### config.mk
export PLATFORM = sky130hd
export DESIGN_NAME = lan_eeprom_phy_mgmt_regs
export DESIGN_NICKNAME = d
export VERILOG_FILES = /design/src/rtl/lan_regs_pkg.sv /design/src/rtl/lan_eeprom_phy_mgmt_regs.sv
export SDC_FILE = /design/constraint.sdc
export NUM_CORES = 1
export LEC_CHECK = 0
export BUFFER_PORTS_ARGS = -buffer_cell sky130_fd_sc_hd__buf_2
export CORE_UTILIZATION = 66
export CTS_BUF_LIST = sky130_fd_sc_hd__clkbuf_4
export DETAILED_ROUTE_END_ITERATION = 8
export GPL_TIMING_DRIVEN = 0
export HOLD_SLACK_MARGIN = 0.08
export PLACE_DENSITY = 0.88
export SYNTH_ARGS = -nofsm -noshare
export SYNTH_HDL_FRONTEND = slang
export SYNTH_SLANG_ARGS = --single-unit
export TNS_END_PERCENT = 50
### constraint.sdc
create_clock -name clk_in -period 3.8 [get_ports clk_in]
set_input_delay 0.76 -clock clk_in [delete_from_list [all_inputs] [get_ports clk_in]]
set_output_delay 0.76 -clock clk_in [all_outputs]
set_load 0.05 [all_outputs]
### src/rtl/lan_regs_pkg.sv
// Constants for the LAN EEPROM, transceiver management and receive registers
// *****************************************************************************
// *****************************************************************************
package lan_regs_pkg;
	localparam logic [4:0]  ADDR_EEPROM    = 5'h0e;
	localparam logic [4:0]  ADDR_MGMT      = 5'h10;
	localparam logic [4:0]  ADDR_RXBYTES   = 5'h14;
	localparam logic [4:0]  ADDR_THRESH    = 5'h18;
	localparam int          EE_DO_BIT      = 3;
	localparam int          EE_DI_BIT      = 2;
	localparam int          PROM_SELECT_PIN_BIT      = 1;
	localparam int          EE_SK_BIT      = 0;
	localparam int          MG_IE_BIT      = 29;
	localparam int          MG_RDY_BIT     = 28;
	localparam int          MG_OP_HI       = 27;
	localparam int          MG_OP_LO       = 26;
	localparam int          MG_DATA_HI     = 15;
	localparam logic [1:0]  OP_WRITE       = 2'h1;
	localparam logic [1:0]  OP_READ        = 2'h2;
	localparam logic [31:0] MGMT_RESET     = 32'h00000000;
	localparam logic [7:0]  THRESH_RESET   = 8'h00;
	localparam logic [7:0]  EEPROM_RESET   = 8'h00;
	localparam int          CLK_MHZ        = 125;
	localparam int          MDC_HALF_NS    = 200;
	localparam int          MDC_HALF_CYC   = (MDC_HALF_NS * CLK_MHZ) / 1000;
	localparam logic [7:0]  MDC_HALF_LAST  = 8'(MDC_HALF_CYC - 1);
	localparam logic [5:0]  FRAME_BITS     = 6'h20;
	localparam logic [5:0]  TA_BIT         = 6'h12;
	localparam logic [1:0]  START_BITS     = 2'h1;
	localparam logic [1:0]  TA_WRITE       = 2'h2;
	typedef enum logic [1:0] {MG_IDLE, MG_PRE, MG_FRAME} mgmt_state_t;
endpackage

### src/rtl/lan_eeprom_phy_mgmt_regs.sv
// Register bank for EEPROM port, transceiver management, receive counter and early receive
//
// Added by the designer: strobed register access.
`timescale 1ns/1ps
module lan_eeprom_phy_mgmt_regs (
	input  wire logic                clk_in,
	input  wire logic                reset_in,
	input  wire logic                enable_in,
	input  wire logic [4:0]          addr_in,
	input  wire logic [3:0]          byte_en_in,
	input  wire logic [31:0]         wdata_in,
	input  wire logic                write_in,
	input  wire logic                read_in,
	output logic      [31:0]         rdata_out,
	input  wire logic                prom_serial_out_pin_in,
	output logic                     prom_serial_in_pin_out,
	output logic                     prom_select_pin_out,
	output logic                     prom_shift_clock_pin_out,
	output logic                     mdc_out,
	input  wire logic                mdio_in,
	output logic                     mdio_out,
	output logic                     mdio_oe_out,
	input  wire logic                rx_byte_valid_in,
	input  wire logic                rx_frame_start_in,
	input  wire logic [15:0]         rx_frame_len_in,
	input  wire logic                rx_frame_end_in,
	output logic                     early_rx_status_flag_out,
	output logic                     mgmt_irq_out,
	output logic                     frame_irq_out
);
	import lan_regs_pkg::*;

	// *************************************************************************
	// Pin synchronisers
	// *************************************************************************
	logic [1:0] prom_serial_out_bit_sync_reg;
	logic [1:0] mdio_sync_reg;

	// Both pins come from outside; second stage is the only reader of the first
	always_ff @(posedge clk_in) begin
		if (reset_in) begin
			prom_serial_out_bit_sync_reg <= 2'h0;
			mdio_sync_reg <= 2'h0;
		end else if (enable_in) begin
			prom_serial_out_bit_sync_reg <= {prom_serial_out_bit_sync_reg[0], prom_serial_out_pin_in};
			mdio_sync_reg <= {mdio_sync_reg[0], mdio_in};
		end
	end

	// *************************************************************************
	// Register decode
	// *************************************************************************
	wire wr_eeprom = write_in && addr_in == ADDR_EEPROM;
	wire wr_mgmt   = write_in && addr_in == ADDR_MGMT;
	wire wr_thresh = write_in && addr_in == ADDR_THRESH && byte_en_in[0];
	wire launch    = wr_mgmt && byte_en_in[3];

	// Byte-lane merge shared by the command register writes
	function automatic logic [31:0] merge(input logic [31:0] old, input logic [31:0] nw, input logic [3:0] be);
		logic [31:0] r;
		r = old;
		for (int i = 0; i < 4; i++) begin
			if (be[i]) begin
				r[i*8 +: 8] = nw[i*8 +: 8];
			end
		end
		return r;
	endfunction

	// *************************************************************************
	// EEPROM port
	// *************************************************************************
	logic [7:0] eeprom_reg;

	// Pins follow the stored bits straight away; bit 2 is write-only
	always_ff @(posedge clk_in) begin
		if (reset_in) begin
			eeprom_reg <= EEPROM_RESET;
		end else if (enable_in && wr_eeprom && byte_en_in[0]) begin
			eeprom_reg <= {5'h00, wdata_in[EE_DI_BIT], wdata_in[PROM_SELECT_PIN_BIT], wdata_in[EE_SK_BIT]};
		end
	end
	assign prom_serial_in_pin_out   = eeprom_reg[EE_DI_BIT];
	assign prom_select_pin_out      = eeprom_reg[PROM_SELECT_PIN_BIT];
	assign prom_shift_clock_pin_out = eeprom_reg[EE_SK_BIT];

	// *************************************************************************
	// Transceiver management
	// *************************************************************************
	logic [31:0]  mgmt_reg;
	logic [31:0]  shadow_reg;
	mgmt_state_t  state_reg;
	logic [7:0]   div_reg;
	logic [5:0]   bit_reg;
	logic [31:0]  shift_reg;
	logic         mdc_reg;
	logic         mdio_o_reg;
	logic         mdio_oe_reg;
	logic         mgmt_irq_reg;

	wire [1:0]  op        = shadow_reg[MG_OP_HI:MG_OP_LO];
	wire        op_valid  = op == OP_WRITE || op == OP_READ;
	wire        is_read   = op == OP_READ;
	wire        busy      = state_reg != MG_IDLE;
	wire        half_tick = div_reg == MDC_HALF_LAST;
	wire        fall      = half_tick && mdc_reg;
	wire        rise      = half_tick && !mdc_reg;
	// Only the last fall of the frame itself ends a transaction, not the end of the preamble
	wire        done      = state_reg == MG_FRAME && fall && bit_reg == 6'h00;
	wire [31:0] wr_merged = merge(mgmt_reg, wdata_in, byte_en_in);
	// Start, opcode, addresses, turnaround and data as one shift word
	wire [31:0] frame_word = {START_BITS, op, shadow_reg[25:21], shadow_reg[20:16],
				TA_WRITE, shadow_reg[MG_DATA_HI:0]};

	// Writes during a transaction are dropped and the register keeps its value; the frame runs from the
	// shadow copy taken at launch, so it cannot be corrupted
	always_ff @(posedge clk_in) begin
		if (reset_in) begin
			mgmt_reg <= MGMT_RESET;
		end else if (enable_in) begin
			if (done) begin
				mgmt_reg[MG_RDY_BIT] <= 1'b1;
				if (is_read) begin
					mgmt_reg[MG_DATA_HI:0] <= shift_reg[MG_DATA_HI:0];
				end
			end else if (wr_mgmt && !busy) begin
				mgmt_reg <= wr_merged;
			end
		end
	end

	// Frame sequencer: 32 preamble ones, then the 32-bit frame
	always_ff @(posedge clk_in) begin
		if (reset_in) begin
			state_reg   <= MG_IDLE;
			shadow_reg  <= MGMT_RESET;
			div_reg     <= 8'h00;
			bit_reg     <= 6'h00;
			shift_reg   <= 32'h00000000;
			mdc_reg     <= 1'b0;
			mdio_o_reg  <= 1'b0;
			mdio_oe_reg <= 1'b0;
		end else if (enable_in) begin
			div_reg <= (busy && !half_tick) ? div_reg + 8'h01 : 8'h00;
			if (busy && half_tick) begin
				mdc_reg <= !mdc_reg;
			end
			case (state_reg)
				MG_IDLE: begin
					mdc_reg     <= 1'b0;
					mdio_oe_reg <= 1'b0;
					if (launch && wr_merged[MG_OP_HI:MG_OP_LO] inside {OP_WRITE, OP_READ}) begin
						shadow_reg  <= wr_merged;
						state_reg   <= MG_PRE;
						bit_reg     <= FRAME_BITS - 6'h01;
						mdio_o_reg  <= 1'b1;
						mdio_oe_reg <= 1'b1;
					end
				end
				MG_PRE: begin
					if (fall) begin
						if (bit_reg == 6'h00) begin
							state_reg  <= MG_FRAME;
							bit_reg    <= FRAME_BITS - 6'h01;
							shift_reg  <= {frame_word[30:0], 1'b0};
							mdio_o_reg <= frame_word[31];
						end else begin
							bit_reg <= bit_reg - 6'h01;
						end
					end
				end
				MG_FRAME: begin
					if (rise && is_read && bit_reg < TA_BIT - 6'h02) begin
						shift_reg <= {shift_reg[30:0], mdio_sync_reg[1]};
					end
					if (fall) begin
						if (bit_reg == 6'h00) begin
							state_reg   <= MG_IDLE;
							mdio_oe_reg <= 1'b0;
						end else begin
							bit_reg <= bit_reg - 6'h01;
							// Once the line is released the rise edges own the shifter
							if (!(is_read && bit_reg <= TA_BIT)) begin
								mdio_o_reg <= shift_reg[31];
								shift_reg  <= {shift_reg[30:0], 1'b0};
							end
							// Release the line for turnaround and data on reads
							mdio_oe_reg <= !(is_read && bit_reg <= TA_BIT);
						end
					end
				end
				default: state_reg <= MG_IDLE;
			endcase
		end
	end
	assign mdc_out     = mdc_reg;
	assign mdio_out    = mdio_o_reg;
	assign mdio_oe_out = mdio_oe_reg;

	// Completion pulse, gated by the enable bit of the launching command
	always_ff @(posedge clk_in) begin
		if (reset_in) begin
			mgmt_irq_reg <= 1'b0;
		end else if (enable_in) begin
			mgmt_irq_reg <= done && shadow_reg[MG_IE_BIT];
		end
	end
	assign mgmt_irq_out = mgmt_irq_reg;

	// *************************************************************************
	// Receive byte counter and early receive
	// *************************************************************************
	logic [31:0] rx_bytes_reg;
	logic [7:0]  thresh_reg;
	logic [15:0] remain_reg;
	logic        er_reg;
	logic        frame_irq_reg;

	wire [15:0] thresh_bytes = {5'h00, thresh_reg, 3'h0};              // Quad-words to bytes

	// Counter only wraps; software sees it as free running
	always_ff @(posedge clk_in) begin
		if (reset_in) begin
			rx_bytes_reg <= 32'h00000000;
		end else if (enable_in && rx_byte_valid_in) begin
			rx_bytes_reg <= rx_bytes_reg + 32'h00000001;
		end
	end

	// Remaining bytes from Type/Length; flag fires once per frame as it crosses x
	always_ff @(posedge clk_in) begin
		if (reset_in) begin
			thresh_reg    <= THRESH_RESET;
			remain_reg    <= 16'h0000;
			er_reg        <= 1'b0;
			frame_irq_reg <= 1'b0;
		end else if (enable_in) begin
			if (wr_thresh) begin
				thresh_reg <= wdata_in[7:0];
			end
			er_reg        <= 1'b0;
			frame_irq_reg <= rx_frame_end_in;
			if (rx_frame_start_in) begin
				remain_reg <= rx_frame_len_in;
			end else if (rx_byte_valid_in && remain_reg != 16'h0000) begin
				remain_reg <= remain_reg - 16'h0001;
				er_reg     <= thresh_reg != 8'h00 && remain_reg - 16'h0001 == thresh_bytes;
			end
		end
	end
	assign early_rx_status_flag_out = er_reg;
	assign frame_irq_out            = frame_irq_reg;

	// *************************************************************************
	// Read data, one cycle after the strobe; unmapped reads give zero
	// *************************************************************************
	logic [31:0] rdata_reg;
	wire  [31:0] rd_mux = addr_in == ADDR_EEPROM  ? {28'h0000000, prom_serial_out_bit_sync_reg[1], 1'b0,
				eeprom_reg[PROM_SELECT_PIN_BIT], eeprom_reg[EE_SK_BIT]} :
			addr_in == ADDR_MGMT    ? mgmt_reg :
			addr_in == ADDR_RXBYTES ? rx_bytes_reg :
			addr_in == ADDR_THRESH  ? {24'h000000, thresh_reg} : 32'h00000000;

	always_ff @(posedge clk_in) begin
		if (reset_in) begin
			rdata_reg <= 32'h00000000;
		end else if (enable_in) begin
			rdata_reg <= read_in ? rd_mux : 32'h00000000;
		end
	end
	assign rdata_out = rdata_reg;
endmodule

==> flow_summary.ini <==
[run_status]
status = complete, no violations

[critical_path]
r2r-end = mgmt_reg[12]
critPathKind = reg2reg
cp.required_ps = 4330
start_kind = flip-flop
critPathArrivalTime_ps = 3270
r2r-start = bit_reg[0]
reg2reg_depth = 9
endpoint_kind = flip-flop
r2r_slack_ps = 1060
cp_max_fo = 10

[floorplan]
die-area_sq_mm = 0.0158
fp-row-count = 44
die_w_um = 126
io_pins = 108
coreArea_sq_mm = 0.0148
die_h_um = 126
start_util_pct = 68.5

[detailed_routing]
drt_iter0_drc = 1091
routedWlPerCell_um = 18.7
wirelength_um = 29400
dr.pass1.iters = 7
vias = 10000
drcViolationCount = 0
viasPerCell = 6.36
antenna_left = 0

[timing]
rsz0062_at_grt = false
timing.final.ws_setup_ps = 1060
fmax_mhz = 364
finalSetupViolCount = 0
period_needed_ps = 2740
slew_headroom_pct = 44.9
finalCritPeriodShare_pct = 72.2
skew_ps = 31.5
finalHoldViolations = 0
tightest_slew_ps = 819
fin_tns_setup_ps = 0
maxSlewViolCount = 0

[placed_design]
dpl.cell_count = 1486
post-place-ws_ps = 675
numPortBuffers = 102
gp_congestion = 0.977
dp_hpwl_um = 21100
postPlaceCellArea_sq_mm = 0.0108

[logic_synthesis]
synth_common_cells = nor2_1 (232), dfxtp_1 (210), nand2_1 (91), a21oi_1 (87), mux2i_1 (59)
synth-edff-count = 0
muxShareOfSynthArea_pct = 7.52
synth-simple-area-share_pct = 20.8
synth_fa_ha_area_share_pct = 1.24
ys.flop_type = dfxtp_1
synth_nets = 1277
yosys.area.top_type = dfxtp_1
syn_avg_cell_area_sq_um = 8.42
yosysUniqueCellTypes = 72
synth-compound-area-share_pct = 20.3
async_flop_share_pct = 0
synth_xor_area_share_pct = 4.25
synth_most_common_cell = nor2_1
synth_top_family_by_area = simple AND/OR/NAND/NOR gates
yosysSeqAreaShare_pct = 41.6
yosysWarningCount = 0
synthesis.area_sq_mm = 0.0101
synth_top_cells_by_area = dfxtp_1 (42%), nor2_1 (8.6%), mux2i_1 (5.8%)
synth_top_area_share_pct = 41.6
synthCells = 1200
synth-seq-cells = 210

[power]
power.density_mw_per_mm2 = 407
p_leak_nw = 4.54
ir_drop_uv = 292

[global_routing]
grt_max_degree = 14
met2_usage_pct = 58.7
antenna_found_initial = 0
grt_pass1_wl_um = 46900
top_usage_layer = met2
grtUsageTotal_pct = 36.9
grt_pass1_vias = 9387
grt_use_met3_pct = 7.35
met1_usage_pct = 48.4
grt_overflow = 0

[clocking]
cts_max_path_buffers = 3
clk_latency_ps = 690
cts_setup_buffers = 0
h-tree-depth = 2
cts_root_buffer = clkbuf_4
path_clk_slew_ps = 70
cts_resized = 0
cts_hold_buf = 0
clock_sinks = 210
cts_buffers = 51
cts_tree = yes

[hold_path]
hp-class = in2reg
min_from = wdata_in[31]
holdPathEnd = mgmt_reg[31]
hold_depth = 3

[final_layout]
final_area_sq_mm = 0.0115
drive_gt1_share_pct = 15.8
diodes = 0
area.growth.synth_to_final_pct = 14.0
nFillCells = 1036
final_cells = 1573
nets = 1432

[flow_run]
drv_cap = 0
metal layers:
metal,vias to the layer above,wire (um)
met5,-,0
met2,578,13100
met4,0,1160
met3,115,3040
met1,4660,12100
li1,4648,-
worst max-delay path, stage by stage, from the launching register on:
cell and delay, ps:
dfxtp_1 400, inv_1 90, ha_1 300, and3_1 180
clkbuf_1 170, a31oi_1 480, o21a_2 310, buf_4 210
nor2_1 50, a2111oi_0 390
through the flow:
step	util (%)	hold WS (ps)	power [mW]
finish	78.0	322	4.69
global route	78.0	332	4.84
CTS	78.0	302	4.67
detailed placement	73.5	455	2.74
global placement	73.5	443	2.73
floorplan	-	431	2.60
logic make-up after synthesis:
group           Yosys count
compound gates          298
mux                      74
fa+ha+maj                10
buf+inv                 104
simple gates            455
xor+xnor                 49
flops                   210
power by group:
part	total, mW	internal (mW)	switching, mW
combinational	0.461	0.162	0.299
clock	1.98	1.05	0.928
sequential	2.25	2.22	0.0244
total	4.69	3.44	1.25
worst max path at each step:
stage | start | end | slack (ps)
final | bit_reg[0] | mgmt_reg[12] | 1060
after detailed placement | enable_in | mdio_sync_reg[1] | 670
after CTS | state_reg[1] | shift_reg[23] | 1120
after global placement | enable_in | prom_serial_out_bit_sync_reg[1] | 680
after global routing | state_reg[1] | shift_reg[23] | 880
after floorplan | mdc_out | shift_reg[10] | 1400
layout by cell type, fill, tap and decap left out, types with 8 or more instances in the layout:
cell type,instances
a2111oi_0,10
a211oi_1,43
a21oi_1,87
a221oi_1,17
a222oi_1,8
a22o_1,17
a22oi_1,27
and2_1,9
and4_1,9
buf_1,8
buf_2,116
clkbuf_1,58
clkbuf_4,77
dfxtp_1,210
ha_1,10
inv_1,19
mux2_1,12
mux2i_1,59
nand2_1,91
nand3_1,21
nand4_1,21
nor2_1,232
nor3_1,15
nor4_1,15
o21ai_0,33
o21ai_1,12
xnor2_1,25
xor2_1,24
cell type report:
class	instances	area [sq um]	area share (%)
Buffer	85	363	3.15
Tap cell	184	230	2.00
Sequential cell	210	4200	36.5
Inverter	19	71.3	0.620
Timing Repair Buffer	102	510	4.43
Multi-Input combinational cell	886	5460	47.5
Clock buffer	77	578	5.02
Clock inverter	10	91.3	0.793
No activity file was read; power rests on OpenSTA's default activity.
